`config.mk`:
```
export PLATFORM = sky130hd
export DESIGN_NAME = general_timer_array
export DESIGN_NICKNAME = d
export VERILOG_FILES = /design/src/include/general_timer_pkg.sv /design/src/include/timer_chain_if.sv /design/src/hw/timer_channel.sv /design/src/hw/general_timer_array.sv
export SDC_FILE = /design/constraint.sdc
export NUM_CORES = 1
export LEC_CHECK = 0
export BUFFER_PORTS_ARGS = -buffer_cell sky130_fd_sc_hd__buf_2
export CAP_MARGIN = 10
export CORE_ASPECT_RATIO = 0.7
export CORE_MARGIN = 5
export CORE_UTILIZATION = 35
export CTS_BUF_LIST = sky130_fd_sc_hd__clkbuf_2
export DETAILED_ROUTE_END_ITERATION = 10
export MAX_ROUTING_LAYER = met4
export PLACE_DENSITY = 0.54
export SYNTH_ARGS = -nofsm -noshare
export SYNTH_HDL_FRONTEND = slang
export SYNTH_SLANG_ARGS = --single-unit
export TNS_END_PERCENT = 30
```
`constraint.sdc`:
```
create_clock -name ref_clk -period 4.26 [get_ports ref_clk]
set_input_delay 0.213 -clock ref_clk [delete_from_list [all_inputs] [get_ports ref_clk]]
set_output_delay 0.213 -clock ref_clk [all_outputs]
set_load 0.01 [all_outputs]
```
`src/include/general_timer_pkg.sv`:
```
// Constants and types shared by the general timer array
package general_timer_pkg;
  localparam int NUM_TIMERS = 4;
  localparam int CNT_W = 16;
  localparam int PRE_W = 8;
  // Timer mode encodings
  localparam logic [2:0] MODE_ONESHOT = 3'h0;
  localparam logic [2:0] MODE_PERIODIC = 3'h1;
  localparam logic [2:0] MODE_PWM = 3'h2;
  localparam logic [2:0] MODE_RTC = 3'h3;
  localparam logic [2:0] MODE_EDGE_CNT = 3'h4;
  localparam logic [2:0] MODE_EDGE_TIME = 3'h5;
  // Properties register values
  localparam logic [3:0] PROPS_SILICON = 4'h0;
  localparam logic [3:0] PROPS_INTENDED = 4'h1;
  // Reset values
  localparam logic [CNT_W-1:0] COUNT_RESET = 16'h0000;
  localparam logic [PRE_W-1:0] PRESCALE_RESET = 8'h00;
  localparam logic [CNT_W-1:0] ILR_FORBIDDEN_UP = 16'hFFFF;
  typedef enum logic [2:0] {
    ST_IDLE = 3'b001,
    ST_WAIT = 3'b010,
    ST_RUN = 3'b100
  } run_state_t;
endpackage

```
`src/include/timer_chain_if.sv`:
```
// Chain and synchronize signals between the array and one timer
interface timer_chain_if;
  logic sync_pulse;
  logic trig_in;
  logic trig_out;
  modport array_side (output sync_pulse, output trig_in, input trig_out);
  modport timer_side (input sync_pulse, input trig_in, output trig_out);
endinterface

```
`src/hw/timer_channel.sv`:
```
// One timer channel of the array
module timer_channel #(
  parameter int CNT_W = 16,
  parameter int PRE_W = 8
) (
  input wire logic ref_clk,
  input wire logic rst,
  timer_chain_if.timer_side chain,
  input wire logic enable,
  input wire logic [2:0] mode,
  input wire logic count_up,
  input wire logic wait_on_trigger,
  input wire logic [CNT_W-1:0] interval_load,
  input wire logic [CNT_W-1:0] match_value,
  input wire logic [PRE_W-1:0] prescale,
  input wire logic match_write,
  input wire logic prescale_write,
  input wire logic edge_in,
  output logic [CNT_W-1:0] count,
  output logic timeout
);
  logic [CNT_W-1:0] count_q, count_d;
  logic [PRE_W-1:0] pre_q, pre_d;
  logic edge_q, timeout_q, timeout_d;
  general_timer_pkg::run_state_t state_q, state_d;
  wire is_chainable = (mode == general_timer_pkg::MODE_ONESHOT) ||
                      (mode == general_timer_pkg::MODE_PERIODIC);
  wire is_pwm = mode == general_timer_pkg::MODE_PWM;
  wire is_edge_cnt = mode == general_timer_pkg::MODE_EDGE_CNT;
  wire is_edge_mode = is_edge_cnt ||
                      (mode == general_timer_pkg::MODE_EDGE_TIME);
  wire is_step_mode = is_edge_cnt || (mode == general_timer_pkg::MODE_RTC);
  wire must_wait = wait_on_trigger && is_chainable;
  wire input_edge = edge_in && !edge_q;
  wire pre_done = pre_q == prescale;
  wire tick = (state_q == general_timer_pkg::ST_RUN) &&
              (is_edge_mode ? input_edge : pre_done);
  wire reg_step = enable && is_step_mode && (match_write || prescale_write);
  wire at_end = count_up ? (count_q == interval_load) :
                (count_q == general_timer_pkg::COUNT_RESET);
  // Edge count up: match seen, one more edge wraps to zero
  wire ec_hit = is_edge_cnt && count_up && (count_q == match_value);
  wire [CNT_W-1:0] reload = count_up ? general_timer_pkg::COUNT_RESET :
                            interval_load;
  wire [CNT_W-1:0] stepped = count_up ? count_q + 1'b1 : count_q - 1'b1;

  always_comb begin
    state_d = state_q;
    unique case (state_q)
      general_timer_pkg::ST_IDLE:
        if (enable) begin
          state_d = must_wait ? general_timer_pkg::ST_WAIT
                              : general_timer_pkg::ST_RUN;
        end
      general_timer_pkg::ST_WAIT:
        if (!enable) begin
          state_d = general_timer_pkg::ST_IDLE;
        end else if (chain.trig_in) begin
          state_d = general_timer_pkg::ST_RUN;
        end
      general_timer_pkg::ST_RUN:
        if (!enable) begin
          state_d = general_timer_pkg::ST_IDLE;
        end else if (tick && at_end &&
                     mode == general_timer_pkg::MODE_ONESHOT) begin
          state_d = general_timer_pkg::ST_IDLE;
        end
    endcase
  end

  always_comb begin
    count_d = count_q;
    pre_d = pre_q;
    timeout_d = 1'b0;
    if (state_q != general_timer_pkg::ST_RUN) begin
      pre_d = general_timer_pkg::PRESCALE_RESET;
    end else if (!is_edge_mode) begin
      pre_d = pre_done ? general_timer_pkg::PRESCALE_RESET
                       : pre_q + 1'b1;
    end
    if (chain.sync_pulse) begin
      count_d = reload;
      pre_d = general_timer_pkg::PRESCALE_RESET;
    end else if (reg_step) begin
      count_d = stepped;
    end else if (state_q == general_timer_pkg::ST_IDLE && !enable) begin
      count_d = reload;
    end else if (tick) begin
      if (is_edge_cnt && count_up) begin
        count_d = ec_hit ? general_timer_pkg::COUNT_RESET : stepped;
        timeout_d = stepped == match_value;
      end else if (at_end) begin
        count_d = reload;
        timeout_d = 1'b1;
      end else begin
        count_d = stepped;
      end
    end
  end

  always_ff @(posedge ref_clk or posedge rst) begin
    if (rst) begin
      state_q <= general_timer_pkg::ST_IDLE;
      count_q <= general_timer_pkg::COUNT_RESET;
      pre_q <= general_timer_pkg::PRESCALE_RESET;
      edge_q <= 1'b0;
      timeout_q <= 1'b0;
    end else begin
      state_q <= state_d;
      count_q <= count_d;
      pre_q <= pre_d;
      edge_q <= edge_in;
      timeout_q <= timeout_d;
    end
  end

  assign count = count_q;
  assign timeout = timeout_q;
  // A PWM timer never emits a chain trigger
  assign chain.trig_out = timeout_q && is_chainable;

  a_pwm_no_wait: assert property (@(posedge ref_clk) disable iff (rst)
    state_q == general_timer_pkg::ST_IDLE && enable && is_pwm
    |=> state_q == general_timer_pkg::ST_RUN)
    else $error("PWM timer waited for chain trigger");
  a_wait_holds: assert property (@(posedge ref_clk) disable iff (rst)
    state_q == general_timer_pkg::ST_WAIT && enable && !chain.trig_in
    |=> state_q == general_timer_pkg::ST_WAIT)
    else $error("Timer left wait without trigger");
  a_reg_step: assert property (@(posedge ref_clk) disable iff (rst)
    reg_step && !chain.sync_pulse |=> count_q == $past(stepped))
    else $error("Register write did not step counter");
endmodule // timer_channel

```
`src/hw/general_timer_array.sv`:
```
// Array of general timers with synchronize and daisy chain
////////////////////////////////////////////////////////////////////////////
// Summary of operation
// - Synchronize bits restart selected timers together
// - Synchronize bits stay set; software clears them
// - Properties register reads zero, narrow class
// - Chain trigger honoured in one-shot/periodic only
// - PWM with wait bit starts immediately
// - Waiting on a PWM timer never starts
// - Sync ignored if any target RTC/edge-count
// - Match/prescale write steps enabled RTC/edge-count counter
// - Edge-count up needs one extra edge to wrap
module general_timer_array #(
  parameter int NUM_TIMERS = general_timer_pkg::NUM_TIMERS,
  parameter int CNT_W = general_timer_pkg::CNT_W,
  parameter int PRE_W = general_timer_pkg::PRE_W
) (
  input wire logic ref_clk,
  input wire logic rst,
  input wire logic [NUM_TIMERS-1:0] timer_sync_wr,
  input wire logic [NUM_TIMERS-1:0] timer_sync_wdata,
  output logic [NUM_TIMERS-1:0] timer_sync_reg,
  output logic [3:0] timer_properties_reg,
  input wire logic [NUM_TIMERS-1:0] enable,
  input wire logic [NUM_TIMERS*3-1:0] timer_mode_reg,
  input wire logic [NUM_TIMERS-1:0] count_up,
  input wire logic [NUM_TIMERS-1:0] wait_on_trigger,
  input wire logic [NUM_TIMERS*CNT_W-1:0] interval_load_reg,
  input wire logic [NUM_TIMERS*CNT_W-1:0] match_value_reg,
  input wire logic [NUM_TIMERS*PRE_W-1:0] prescale_reg,
  input wire logic [NUM_TIMERS-1:0] match_write,
  input wire logic [NUM_TIMERS-1:0] prescale_write,
  input wire logic [NUM_TIMERS-1:0] edge_in,
  output logic [NUM_TIMERS*CNT_W-1:0] count,
  output logic [NUM_TIMERS-1:0] timeout
);
  logic [NUM_TIMERS-1:0] sync_q, sync_d;
  logic [NUM_TIMERS-1:0] sync_rise;
  logic [NUM_TIMERS-1:0] blocked_mode;
  logic [NUM_TIMERS-1:0] trig_chain;
  timer_chain_if chain_if [NUM_TIMERS] ();

  ////////////////////////////////////////////////////////////////////////////
  // Synchronize register, bits never self clear
  assign sync_d = (sync_q & ~timer_sync_wr) |
                  (timer_sync_wdata & timer_sync_wr);
  assign sync_rise = sync_d & ~sync_q;
  // Any selected timer in RTC or edge-count blocks the whole request
  wire sync_blocked = |(sync_rise & blocked_mode);
  wire [NUM_TIMERS-1:0] sync_fire = sync_blocked ? '0 : sync_rise;

  always_ff @(posedge ref_clk or posedge rst) begin
    if (rst) begin
      sync_q <= '0;
    end else begin
      sync_q <= sync_d;
    end
  end

  assign timer_sync_reg = sync_q;
  assign timer_properties_reg = general_timer_pkg::PROPS_SILICON;

  ////////////////////////////////////////////////////////////////////////////
  // Timer channels and daisy chain
  for (genvar i = 0; i < NUM_TIMERS; i++) begin : g_timer
    wire [2:0] mode_i = timer_mode_reg[i*3 +: 3];
    assign blocked_mode[i] = (mode_i == general_timer_pkg::MODE_RTC) ||
                             (mode_i == general_timer_pkg::MODE_EDGE_CNT);
    assign trig_chain[i] = chain_if[i].trig_out;
    assign chain_if[i].sync_pulse = sync_fire[i];
    if (i == 0) begin : g_first
      assign chain_if[i].trig_in = 1'b0;
    end else begin : g_next
      assign chain_if[i].trig_in = trig_chain[i-1];
    end
    timer_channel #(.CNT_W(CNT_W), .PRE_W(PRE_W)) u_timer (
      .ref_clk(ref_clk),
      .rst(rst),
      .chain(chain_if[i]),
      .enable(enable[i]),
      .mode(mode_i),
      .count_up(count_up[i]),
      .wait_on_trigger(wait_on_trigger[i]),
      .interval_load(interval_load_reg[i*CNT_W +: CNT_W]),
      .match_value(match_value_reg[i*CNT_W +: CNT_W]),
      .prescale(prescale_reg[i*PRE_W +: PRE_W]),
      .match_write(match_write[i]),
      .prescale_write(prescale_write[i]),
      .edge_in(edge_in[i]),
      .count(count[i*CNT_W +: CNT_W]),
      .timeout(timeout[i])
    );
  end

  ////////////////////////////////////////////////////////////////////////////
  // Checks
  a_sync_sticky: assert property (@(posedge ref_clk) disable iff (rst)
    sync_q != 0 && timer_sync_wr == 0 |=> sync_q == $past(sync_q))
    else $error("Synchronize bits cleared themselves");
  a_sync_blocked: assert property (@(posedge ref_clk) disable iff (rst)
    |(sync_rise & blocked_mode) |-> sync_fire == 0)
    else $error("Synchronize acted despite RTC or edge-count timer");
  a_props_zero: assert property (@(posedge ref_clk) disable iff (rst)
    timer_properties_reg != general_timer_pkg::PROPS_INTENDED)
    else $error("Properties register reports wide class");
endmodule // general_timer_array

```
; After elaboration in Yosys (flattened, before gate mapping)
; Index checks and enable logic that the tools add are counted.
[totals]
wordCells = 300
in_bits = 206
register_bits = 120
out_inout_bits = 76
[classes]
n_bitwise = 7
n_mux = 112
add_sub_neg = 12
n_reduce_logical = 84
n_eq_ne = 64
[ops]
columns = op, n
row1 = $mux 16, 36
row2 = $eq 16x16->1, 12
row3 = $mux 8, 16
row4 = $mux 3, 23
row5 = $add 16x1->16 const B, 4
row6 = $logic_not 16->1, 4
row7 = $sub 16x1->16 const B, 4
row8 = $ne 3x3->1 const B, 15
row9 = $logic_and 1x1->1, 43
row10 = $eq 3x3->1 const B, 12
row11 = $pmux 3 s3, 4
row12 = $add 8x1->8 const B, 4
row13 = $eq 8x8->1, 4
row14 = $mux 1, 32
row15 = $eq 3x1->1 const B, 8
row16 = $eq 3x2->1 const B, 8
row17 = $and 4x4->4, 4
row18 = $logic_or 1x1->1, 16
row19 = $reduce_bool 4->1, 4
row20 = $logic_not 3->1, 4
row21 = $reduce_and 3->1, 4
row22 = $ne 2x2->1 const B, 5
row23 = $logic_not 1->1, 8
row24 = $not 4->4, 2
row25 = other kinds (3), 3

; Logic depth before layout (Yosys ltp)
; Gate-level depths: netlist (run 1).
[depth]
word_depth = 9
depth_mapped = 14
mapped_depth_nobuf = 12

; Modules after synthesis
; Synthesis (run 1) repeated with hierarchy kept, for this count alone.
[unflattened]
hier_cells = 1636
area_unflattened_um2 = 13152.6
[by_module_without_submodules]
columns = module, area_each_um2, cells_per_inst, n_inst
row1 = timer_channel at g_timer[1].u_timer ..., 3309.4, 421, 2
row2 = timer_channel at g_timer[3].u_timer, 3114.2, 379, 1
row3 = timer_channel at g_timer[0].u_timer, 3105.5, 376, 1
row4 = general_timer_array, 314.1, 39, 1

; Worst setup path before layout (run 1)
; OpenSTA, ideal clock, no wires.
[synth_timing]
path_kind = reg2reg
startpoint = register g_timer[3].u_timer.count_q[0]
endpoint = register g_timer[3].u_timer.timeout_q
path_stages_with_launch = 13
required_ns = 4.165
n_path_buf = 0
synth_period_minus_slack_ns = 3.370
t_arrival_ns = 3.274
setup_slack_ns = 0.890
path_cell_list = dfrtp_1 > inv_1 > fa_1 > nand2b_1 > a21oi_1 > o21ai_0 > a31oi_1 > xor2_1 > xor2_1 > a2111oi_4 > nand4_1 > or4_1 > o31ai_1
[synth_between]
elab_chain_cells = 8
elab_cells_between_ends = 13
[synth_rtl]
columns = item, line
row1 = start: declaration, timer_channel.sv:22  ; logic [CNT_W-1:0] count_q, count_d;
row2 = start signal: assignment, timer_channel.sv:104  ; count_q <= general_timer_pkg::COUNT_RESET;
row3 = start signal: assignment, timer_channel.sv:110  ; count_q <= count_d;
row4 = $sub 16x1->16 (tied with other cells), timer_channel.sv:45  ; wire [CNT_W-1:0] stepped = count_up ? count_q + 1'b1 : count_q - 1'b1;
row5 = $mux 16 / $mux 1 (equally long branches), "timer_channel.sv:45, timer_channel.sv:39"
row6 = $eq 16x16->1 / $mux 1 (equally long branches), "timer_channel.sv:91, timer_channel.sv:92"
row7 = $mux 1 *, timer_channel.sv:89  ; if (is_edge_cnt && count_up) begin
row8 = $mux 1 *, timer_channel.sv:88  ; end else if (tick) begin
row9 = $mux 1 *, timer_channel.sv:86  ; end else if (state_q == general_timer_pkg::ST_IDLE && !enable) begin
row10 = $mux 1 *, timer_channel.sv:84  ; end else if (reg_step) begin
row11 = $mux 1 *, timer_channel.sv:81  ; if (chain.sync_pulse) begin
row12 = net g_timer[3].u_timer.timeout_d, timer_channel.sv:24  ; logic edge_q, timeout_q, timeout_d;
row13 = end signal: assignment, timer_channel.sv:113  ; timeout_q <= timeout_d;
row14 = end: declaration, timer_channel.sv:24
; Mark *: on every way through the listed nets, which the timed path passes. The rest lies on a longest branch.
; A chain may end at the register's enable or synchronous reset.

; Worst setup path after layout (run 1)
[layout_timing]
startpoint = register g_timer[0].u_timer.count_q[6]
endpoint = register g_timer[0].u_timer.timeout_q
[layout_between]
elab_chain_cells = 8
elab_cells_between_ends = 13
[layout_rtl]
columns = item, line
row1 = start: declaration, timer_channel.sv:22
row2 = start signal: assignment, timer_channel.sv:104
row3 = start signal: assignment, timer_channel.sv:110
row4 = $sub 16x1->16 (tied with other cells), timer_channel.sv:45
row5 = $mux 16 / $mux 1 (equally long branches), "timer_channel.sv:45, timer_channel.sv:39"
row6 = $eq 16x16->1 / $mux 1 (equally long branches), "timer_channel.sv:91, timer_channel.sv:92"
row7 = $mux 1 *, timer_channel.sv:89
row8 = $mux 1 *, timer_channel.sv:88
row9 = $mux 1 *, timer_channel.sv:86
row10 = $mux 1 *, timer_channel.sv:84
row11 = $mux 1 *, timer_channel.sv:81
row12 = net g_timer[0].u_timer.timeout_d, timer_channel.sv:24
row13 = end signal: assignment, timer_channel.sv:113
row14 = end: declaration, timer_channel.sv:24
; Marks and branches as above.

==> results of run 1 <==
==> layout make-up <==
class                           instances  area (um2)
Fill cell                            3465       18400
Multi-Input combinational cell       1314        8960
Timing Repair Buffer                  473        3300
Sequential cell                       120        3010
Tap cell                              472         591
Clock inverter                         12         200
Inverter                               38         148
Clock buffer                           20         100
Antenna cell                            1        2.50
==> Yosys cell counts (all sizes together) (6+ instances only) <==
library cell,instances
xnor2,205
nor2,155
a21oi,139
dfrtp,116
nand2,90
xor2,74
o21ai,70
ha,60
a22oi,56
nand4,50
clkbuf,48
nor4,41
nor3,38
inv,37
nand2b,28
nand3,28
a31oi,19
a21o,18
nor2b,17
o211ai,15
or3,15
or2,13
buf,11
nand3b,11
o21a,11
a211oi,10
o31ai,10
and3,9
a311oi,7
mux2,7
mux2i,7
o2111ai,7
o21bai,7
a2111oi,6
a221oi,6
==> worst reg2reg max path: cells and delay by family, from the launching register on <==
kind | cells | cell delay [ns]
adder cells (fa/ha/maj) | 1 | 0.48
XOR/XNOR | 2 | 0.39
buffers and inverters | 2 | 1.15
flip-flops | 1 | 0.54
AO/OA/AOI/OAI | 6 | 1.54
==> cells in the final DEF, fill, tap and decap left out, types with 9 or more instances in the layout <==
cell type      synthesis  final
nor2b_1               17     17
buf_2                  2    277
dlygate4sd3_1          0    176
xor2_1                74     74
or3_1                 14     14
nand3_1               28     28
a211oi_1              10     10
a21o_1                18     18
and3_1                 9      9
xnor2_1              205    204
ha_1                  60     60
nor3_1                38     37
clkbuf_2               0     20
o21ai_0               66     65
nand2_1               89     89
inv_1                 37     36
a22oi_1               56     56
dfrtp_1              116    111
o31ai_1               10      9
nor4_1                41     41
o211ai_1              15     15
buf_4                  8     20
or2_2                 13     13
nand3b_1              11     11
nand4_1               50     50
a21oi_1              138    137
a31oi_1               19     18
nor2_1               155    155
o21a_1                11     11
nand2b_1              28     28
==> power by group through the flow <==
stage	clock, mW	combinational (mW)	sequential, mW
global placement	0	6.68	2.47
CTS	1.03	7.27	2.44
finish	0.983	7.42	2.48
detailed placement	0	6.68	2.47
floorplan	0	4.91	2.26
global route	1.07	8.14	2.55
==> metal layers <==
| layer | GRT usage (%) | vias to the layer above | part of all wire [%] |
|---|---|---|---|
| met5 | - | - | 0 |
| met4 | 5.31 | 0 | 1.6 |
| met3 | 4.02 | 69 | 7.2 |
| met2 | 34.5 | 542 | 43 |
| met1 | 36.1 | 6418 | 48 |
| li1 | - | 6500 | - |
==> worst max-delay path by stage <==
stage                                            startpoint  slack [ns]                                       to
CTS                 g_timer[3].u_timer.count[0]$_DFFE_PP0P_        0.07     g_timer[3].u_timer.timeout$_DFF_PP0_
global route        g_timer[3].u_timer.count[0]$_DFFE_PP0P_       -0.04     g_timer[3].u_timer.timeout$_DFF_PP0_
finish              g_timer[0].u_timer.count[6]$_DFFE_PP0P_        0.13     g_timer[0].u_timer.timeout$_DFF_PP0_
floorplan                                               rst        0.87  g_timer[0].u_timer.count[0]$_DFFE_PP0P_
global placement                                count_up[3]        0.61     g_timer[3].u_timer.timeout$_DFF_PP0_
detailed placement                              count_up[3]        0.51     g_timer[3].u_timer.timeout$_DFF_PP0_
==> through the flow <==
step	cells	hold WS [ns]	area [um2]
after floorplan	1531	0.244	12300
after global placement	2241	0.338	14200
after detailed placement	2241	0.341	14200
after CTS	2449	0.00232	16300
after global routing	2450	0.0930	16300
final	2450	0.147	16300
==> repair_timing <==
action,CTS,global route
endpoints found under the hold margin,206,0
setup endpoints to repair,0,5
gates resized for setup,0,10
hold buffers,176,0
==> cells by family after synthesis <==
logic type,synth area share [%]
XOR/XNOR,20.0
multiplexers,1.21
other,0.0304
adder cells (fa/ha/maj),6.74
buffers and inverters,3.22
AO/OA/AOI/OAI,22.5
flip-flops,24.4
AND/OR/NAND/NOR,21.8
==> results.md, run 1 <==
- Run status: complete, no violations
- Vias in the first global route: about 13,000
- Skew-Pair Late Insertion Delay: about 0.84 ns
- CTS tree: yes
- Worst Hold Endpoint: g_timer[0].u_timer.count[6]$_DFFE_PP0P_
- Psw: 5.42 mW
- Post-synth top area share: 23.6%
- Initial drt markers: 1,213
- Htree depth: 4
- Initial DRT Pass Iterations: 7
- Worst-path fanout max: 9
- Initial core utilization: a little over a third
- Main synth FF type: dfrtp_1
- Mapped Area: approximately 12,000 um2
- Max-cap viol count: 0
- CTS root buf: clkbuf_2
- Antenna Nets Post-Route: 0
- Clock sinks: 120
- CP Cell Sequence: ha_1, a21oi_1, o21ai_0, a31o_2, a21oi_1, xnor2_1, xnor2_1, o221ai_1, dlygate4sd3_1, o41ai_1, dlygate4sd3_1
- Critical path buffers and inverters: 2
- Synth unique cells: roughly 80
- Die height: approximately 170 um
- I/O Buffers: 277
- Worst-case clock buffer depth: 2
- Max-slew violations: 0
- GRT Total Usage: between 20% and 30%
- Final #Nets: approximately 2,200
- Seq pwr share: ~23%
- Tot Pwr: about 11 mW
- # DRC: 0
- Setup Skew: around 0.072 ns
- Core box area: roughly 35,000 um2
- Max VDD drop: roughly 0.00041 V
- Reg2reg start: g_timer[0].u_timer.count[6]$_DFFE_PP0P_
- Num ports: roughly 280
- FF-to-FF setup slack: about 0.13 ns
- Synthesized instance count: 1,528
- Final setup viols: 0
- Number of post-CTS setup repair buffers: 0
- Worst Hold Launch: count_up[0]
- CP top delay family: compound AO/OA/AOI/OAI gates
- Die width: 234 um
- DP Wirelength: about 36,000 um
- Final Cycle Share: slightly below 100%
- Register area share after synthesis: 24.4%
- Cell internal pwr: about 5.5 mW
- Critical Path RT: ~5 ns
- Crit path time final: slightly above 4 ns
- F_max: approximately 240 MHz
- Yosys warnings: 0
- Hold/Removal Path Class: input pin to flop
- Largest net degree at the start of global routing: 90
- Via count: roughly 14,000
- Total Neg Setup Slack: 0 ns
- Gate power share: 68.2%
- Slew margin rel.: approximately 39%
- Placement Setup Slack: approximately 0.51 ns
- Total CTS buffers: 17
- Hold Path Cell Cnt: 5
- CP Launch Type: flop
- Worst-path clk slew: 0.20 ns
- Net Sw Frac: about half
- Worst-Margin Slew: 0.922 ns
- R2R cell count: 11
- CP Capture Type: flop
- Clk network pwr share: roughly 9.0%
- Share of cells above drive strength 1: 19.3%
- GR Overflow Total: 0
- GP Congestion: roughly 0.93
- Worst R2R End: g_timer[0].u_timer.timeout$_DFF_PP0_
- Routed WL per cell: 19.2 um
- Async S/R FF share, synth: 100%
- Number of synthesized flops with an enable pin: 0
- Final hold viol count: 0
- Row cnt: 57
- Vias per cell: roughly 5.5
- Die Area: 39,100 um2
- Leak pwr: about 6.9 nW
- Largest stage delay on the critical path: between 0.5 and 0.6 ns
- Initial antenna violation count: 1
- Pwr Density: about 670 nW/um2
- Area contributors post-synth: dfrtp_1 24%, xnor2_1 15%, ha_1 6.1%
- Finished Core Util: 47.0%
- Arrival @ worst endpoint: 4.88 ns
- Number of flip-flops in the largest register: 64
- Worst Setup Slack, final: around 0.13 ns
- WL final: 47,100 um
- WS Path Type: flop to flop
- Layout area overhead: 32.4%
- Register bit total from synthesis: 120
- Slowest-stage cell, CP: dlygate4sd3_1
- WP depth: 11
- First-pass GRT wire length: roughly 74,000 um
- Leading area contributor after synthesis: dfrtp_1
- Synthesized area per cell: approximately 8.1 um2
- RSZ-0062 raised after global routing: true
Note: power is estimated with default switching activity, not from simulation.
==> run 2: changes to the inputs <==
--- a/config.mk
+++ b/config.mk
@@ -9,11 +9,11 @@
 export CAP_MARGIN = 10
 export CORE_ASPECT_RATIO = 0.7
 export CORE_MARGIN = 5
-export CORE_UTILIZATION = 35
+export CORE_UTILIZATION = 40
 export CTS_BUF_LIST = sky130_fd_sc_hd__clkbuf_2
 export DETAILED_ROUTE_END_ITERATION = 10
 export MAX_ROUTING_LAYER = met4
-export PLACE_DENSITY = 0.54
+export PLACE_DENSITY = 0.6
 export SYNTH_ARGS = -nofsm -noshare
 export SYNTH_HDL_FRONTEND = slang
 export SYNTH_SLANG_ARGS = --single-unit
==> results.md, run 2 (same netlist as run 1, synthesis figures left out) <==
- Worst-path clk slew: 0.21 ns (about the same)
- GR Util met1: 38.5% (+2.5 points)
- Commonest non-fill, non-tap cell in the layout: buf_2
- Core box area: 30,200 um2 (-13%)
- First-pass GRT wire length: 71,100 um (-4.0%)
- Hold/Removal Path Class: input pin to flop
- Die Area: 34,500 um2 (-12%)
- GR Util met3: 6.11% (+2.1 points)
- GR Overflow Total: 0 (unchanged)
- RSZ-0062 raised after global routing: false
- Max-cap viol count: 0 (unchanged)
- Row cnt: 53 (-7.0%)
- Number of non-filler instances in the completed layout: 2,386 (-2.6%)
- Post-Place Cell Area: 14,100 um2 (-0.62%)
- WS Path Type: flop to flop
- Run status: complete, no violations
- Worst Setup SP: g_timer[1].u_timer.count[11]$_DFFE_PP0P_
- Finished Cell Area: 16,100 um2 (-1.1%)
- GRT Total Usage: 26.6% (+2.3 points)
- CP Launch Type: flop
- Initial core utilization: 40.8% (+5.4 points)
- Setup Skew: 0.0332 ns (-0.0390 ns)
- Skew-Pair Late Insertion Delay: 0.80 ns (-0.04 ns)
- Share of cells above drive strength 1: 18.9% (-0.41 points)
- Pwr Density: 654 nW/um2 (-2.0%)
- Filler cells: 2,889 (-17%)
- Most frequent cells in the layout: 277 x buf_2, 205 x xnor2_1, 172 x dlygate4sd3_1
- Total CTS buffers: 17 (unchanged)
- Max VDD drop: 0.000352 V (-15%)
- Met2 Usage GRT: 37.8% (+3.3 points)
- Crit path time final: 4.15 ns (+0.0162 ns)
- Critical Path RT: 5.01 ns (about the same)
- Tot Pwr: 10.5 mW (-3.1%)
- WL final: 46,000 um (-2.3%)
- Number of flip-flops in the largest register: 64 (unchanged)
- Vias in the first global route: 12,900 (-1.4%)
- GP Congestion: 0.976 (+4.9%)
- Final hold viol count: 0 (unchanged)
- Top Usage Layer GRT: met1
- Inst Count DP: 2,180 (-2.7%)
- CTS root buf: clkbuf_2
- Die height: 157 um (-6.1%)
- Final #Nets: 2,229 (-0.22%)
- Total Neg Setup Slack: 0 ns (unchanged)
- Worst Setup Slack, final: 0.109 ns (-0.0162 ns)
- Worst-Margin Slew: 1.11 ns (+0.183 ns)
- Final Cycle Share: 97.4% (+0.38 points)
- Finished Core Util: 53.5% (+6.5 points)
- Layout area overhead: 30.9%
- Arrival @ worst endpoint: 4.90 ns (+0.02 ns)
- # DRC: 0 (unchanged)
- Final setup viols: 0 (unchanged)
- CP Capture Type: flop
- Via count: 13,600 (+0.87%)
- DP Wirelength: 35,000 um (-1.9%)
- Worst-path fanout max: 6 (-3)
- Initial DRT Pass Iterations: 6 (-1)
- Initial drt markers: 1,191 (-1.8%)
- Number of post-CTS setup repair buffers: 0 (unchanged)
- Reg2reg start: g_timer[1].u_timer.count[11]$_DFFE_PP0P_
- Die width: 220 um (-6.2%)
- Worst-case clock buffer depth: 2 (unchanged)
- Initial antenna violation count: 1 (unchanged)
- F_max: 241 MHz (-0.39%)
- Worst Hold Launch: prescale_reg[6]
- Vias per cell: 5.72 (+3.6%)
- CTS tree: yes
- Largest net degree at the start of global routing: 42 (-53%)
- Max-slew violations: 0 (unchanged)
- Clock sinks: 120 (unchanged)
- Leak pwr: 6.86 nW (-0.77%)
- Htree depth: 4 (unchanged)
- Slew margin rel.: 26.3% (-12 points)
- WHS: 0.0785 ns (-0.0685 ns)
- Antenna Nets Post-Route: 0 (unchanged)
- Num ports: 282 (unchanged)
- Placement Setup Slack: 0.487 ns (-0.0215 ns)
- I/O Buffers: 277 (unchanged)
- Routed WL per cell: 19.3 um (+0.34%)
run 2: power breakdown:
group	leakage, nW	switching, mW	internal, mW
combinational	5.25	3.94	3.33
sequential	1.46	0.886	1.54
clock	0.146	0.526	0.323
run 2: final timing paths:
| check | end | slack (ns) | cells after the start |
|---|---|---|---|
| setup / recovery | g_timer[1].u_timer.state_q[1]$_DFFE_PP0P_ | 0.11 | 10 |
| hold / removal | g_timer[0].u_timer.timeout$_DFF_PP0_ | 0.08 | 6 |
| setup reg to reg | g_timer[1].u_timer.state_q[1]$_DFFE_PP0P_ | 0.11 | 10 |
| hold reg to reg | g_timer[3].u_timer.pre_q[7]$_DFFE_PP0P_ | 0.53 | 1 |
| max in group asynchronous | g_timer[2].u_timer.state_q[0]$_DFFE_PP1P_ | 2.64 | 5 |
| min in group asynchronous | g_timer[1].u_timer.count[15]$_DFFE_PP0P_ | 0.59 | 4 |
run 2: cell type report:
cell class	instances	area [um2]	share of cell area [%]
clock inverter	14	158	0.977
tap	412	515	3.20
sequential	120	3010	18.6
antenna	2	5.00	0.0310
clock buffer	18	90.1	0.559
inverter	38	145	0.900
multi-input combinational	1314	8960	55.5
timing repair buffer	468	3250	20.2
run 2: routing by layer:
layer | wire, um | part of all wire (%)
met1 | 22000 | 48
met2 | 19500 | 42
met3 | 3710 | 8.1
met4 | 835 | 1.8
met5 | 0 | 0
run 2: repair_timing:
| item | CTS | global route |
|---|---|---|
| endpoints found under the setup margin | 0 | 2 |
| endpoints found under the hold margin | 157 | 0 |
| resized for setup | 0 | 4 |
| hold buffers | 172 | 0 |
run 2: worst max-delay path, cell delays in order, from the launching register on:
cell	delay, ns
dfrtp_1	0.55
xnor2_1	0.32
nand4_1	0.22
nor4_2	0.48
a21oi_1	0.17
or4b_2	0.68
a31oi_1	0.31
o2111ai_1	0.16
dlygate4sd3_1	0.60
nand2_1	0.08
dlygate4sd3_1	0.55
==> run 3: changes to the inputs <==
--- a/config.mk
+++ b/config.mk
@@ -14,7 +14,9 @@
 export DETAILED_ROUTE_END_ITERATION = 10
 export MAX_ROUTING_LAYER = met4
 export PLACE_DENSITY = 0.6
+export RECOVER_POWER = 50
 export SYNTH_ARGS = -nofsm -noshare
 export SYNTH_HDL_FRONTEND = slang
+export SYNTH_HIERARCHICAL = 1
 export SYNTH_SLANG_ARGS = --single-unit
 export TNS_END_PERCENT = 30
==> results.md, run 3 <==
- Die height: 162 um (+3.1%)
- Reg area: 3010 um2 (unchanged)
- Total Neg Setup Slack: 0 ns (unchanged)
- Layout area overhead: 28.9%
- Critical Path RT: 4.95 ns (-0.06 ns)
- DP Wirelength: 39,400 um (+12%)
- Violated checks: capacitance limit, slew limit
- Max-slew violations: 120 (+120)
- Final setup viols: 0 (unchanged)
- Initial core utilization: 40.6% (-0.18 points)
- Final Cycle Share: 94.8% (-2.6 points)
- Finished Cell Area: 16,900 um2 (+5.0%)
- Leak pwr: 7.25 nW (+5.7%)
- CP Capture Type: flop
- Final hold viol count: 0 (unchanged)
- GP Congestion: 0.983 (+0.78%)
- Final #Nets: 2,330 (+4.5%)
- Run status: finished, violations left
- Synthesized area per cell: 8.04 um2 (-0.27%)
- CTS tree: yes
- Worst-case clock buffer depth: 2 (unchanged)
- Most frequent cells in the layout: 248 x buf_2, 173 x dlygate4sd3_1, 148 x xnor2_1
- Post-Place Cell Area: 14,900 um2 (+5.7%)
- Mapped Area: 13,100 um2 (+6.7%)
- Share of cells above drive strength 1: 16.6% (-2.2 points)
- Initial DRT Pass Iterations: 6 (unchanged)
- WL final: 51,200 um (+11%)
- Pwr Density: 648 nW/um2 (-0.81%)
- Initial drt markers: 1,748 (+47%)
- Arrival @ worst endpoint: 4.73 ns (-0.17 ns)
- Crit path time final: 4.04 ns (-0.113 ns)
- Commonest non-fill, non-tap cell in the layout: buf_2
- Die Area: 36,600 um2 (+6.3%)
- Setup Skew: 0.0402 ns (+0.00698 ns)
- Worst-path fanout max: 13 (+7)
- Hold/Removal Path Class: input pin to flop
- Filler cells: 3,177 (+10%)
- # DRC: 0 (unchanged)
- Row cnt: 55 (+3.8%)
- WS Path Type: flop to flop
- Multi-input gate area: 9610 um2 (+7.2%)
- Largest net degree at the start of global routing: 30 (-29%)
- Yosys warnings: 6 (+6)
- Num ports: 282 (unchanged)
- CTS root buf: clkbuf_2
- Via count: 14,600 (+6.7%)
- I/O Buffers: 277 (unchanged)
- Number of post-CTS setup repair buffers: 0 (unchanged)
- Die width: 227 um (+3.2%)
- Cts repair resizes: 0 (unchanged)
- RSZ-0062 raised after global routing: false
- GRT Total Usage: 27.4% (+0.76 points)
- CP Launch Type: flop
- Vias in the first global route: 13,700 (+6.3%)
- Routed WL per cell: 20.4 um (+6.0%)
- Synthesized instance count: 1,635 (+7.0%)
- F_max: 248 MHz (+2.8%)
- Total CTS buffers: 17 (unchanged)
- Vias per cell: 5.82 (+1.7%)
- Worst-Margin Slew: 1.83 ns (+0.729 ns)
- Max-cap viol count: 4 (+4)
- Slew margin rel.: -22.3% (-49 points)
- Htree depth: 4 (unchanged)
- Number of flip-flops in the largest register: 64 (unchanged)
- GR Overflow Total: 0 (unchanged)
- Skew-Pair Late Insertion Delay: 0.75 ns (-0.05 ns)
- Antenna Nets Post-Route: 0 (unchanged)
- First-pass GRT wire length: 77,500 um (+8.9%)
- Initial antenna violation count: 4 (+3)
- Worst-path clk slew: 0.20 ns (about the same)
- Max VDD drop: 0.000321 V (-8.9%)
- Clock sinks: 120 (unchanged)
- Core box area: 32,300 um2 (+7.2%)
run 3: area by class of cell:
type | count | area share, %
inverter | 62 | 1.37
timing repair buffer | 473 | 19.1
sequential | 120 | 17.8
clock inverter | 14 | 1.35
multi-input combinational | 1386 | 56.7
antenna | 4 | 0.0591
tap | 427 | 3.15
clock buffer | 18 | 0.532
run 3: per-layer routing:
metal / share of wire, % / vias up / global-route usage, %
li1: - / 6878 / -
met1: 47 / 6873 / 40.2
met2: 42 / 725 / 38.4
met3: 9.2 / 86 / 5.64
met4: 2.0 / 0 / 6.61
met5: 0 / - / -
run 3: worst paths after layout:
kind / to / cells past startpoint / slack (ns) / from
hold reg to reg: g_timer[1].u_timer/pre_q[7]$_DFFE_PP0P_ / 2 / 0.58 / g_timer[1].u_timer/pre_q[7]$_DFFE_PP0P_
setup / recovery: g_timer[0].u_timer/count[1]$_DFFE_PP0P_ / 10 / 0.22 / timer_sync_reg[1]$_DFF_PP0_
hold / removal: g_timer[0].u_timer/pre_q[1]$_DFFE_PP0P_ / 6 / 0.14 / prescale_reg[5]
setup reg to reg: g_timer[0].u_timer/count[1]$_DFFE_PP0P_ / 10 / 0.22 / timer_sync_reg[1]$_DFF_PP0_
max in group asynchronous: g_timer[1].u_timer/pre_q[1]$_DFFE_PP0P_ / 6 / 1.34 / rst
min in group asynchronous: timer_sync_reg[3]$_DFF_PP0_ / 5 / 1.21 / rst
run 3: per-stage QoR:
| step | total power, mW | instances | util, % | worst slack (ns) | hold slack, ns |
|---|---|---|---|---|---|
| 2_1_floorplan | 7.26 | 1640 | - | 1.12 | -0.0209 |
| 3_3_place_gp | 9.38 | 2295 | 46.2 | 0.620 | 0.254 |
| 3_5_place_dp | 9.38 | 2295 | 46.2 | 0.598 | 0.247 |
| 4_1_cts | 10.8 | 2500 | 52.5 | 0.323 | 0.000794 |
| 5_1_grt | 11.8 | 2504 | 52.4 | 0.0736 | 0.0521 |
| 6_report | 11.0 | 2504 | 52.4 | 0.222 | 0.138 |
run 3: what timing repair did:
action,4_1_cts,5_1_grt
setup endpoints to repair,0,0
endpoints found under the hold margin,217,0
hold buffers,173,0
run 3: worst max-delay path, stage by stage (launching register included):
cell	delay (ns)
dfrtp_1	0.50
a211oi_1	0.09
buf_4	0.16
or4_4	0.54
nor3_1	0.77
or3b_2	0.30
nand2b_1	0.26
and2_1	0.56
a22oi_1	0.15
o21ai_0	0.11
dlygate4sd3_1	0.56
run 3: power breakdown:
group | total [mW] | switching [mW] | leakage (nW) | internal [mW]
Sequential | 2.43 | 0.901 | 1.51 | 1.53
Clock | 1.01 | 0.513 | 0.177 | 0.501
Combinational | 7.54 | 4.23 | 5.56 | 3.30
Total | 11.0 | 5.65 | 7.25 | 5.33
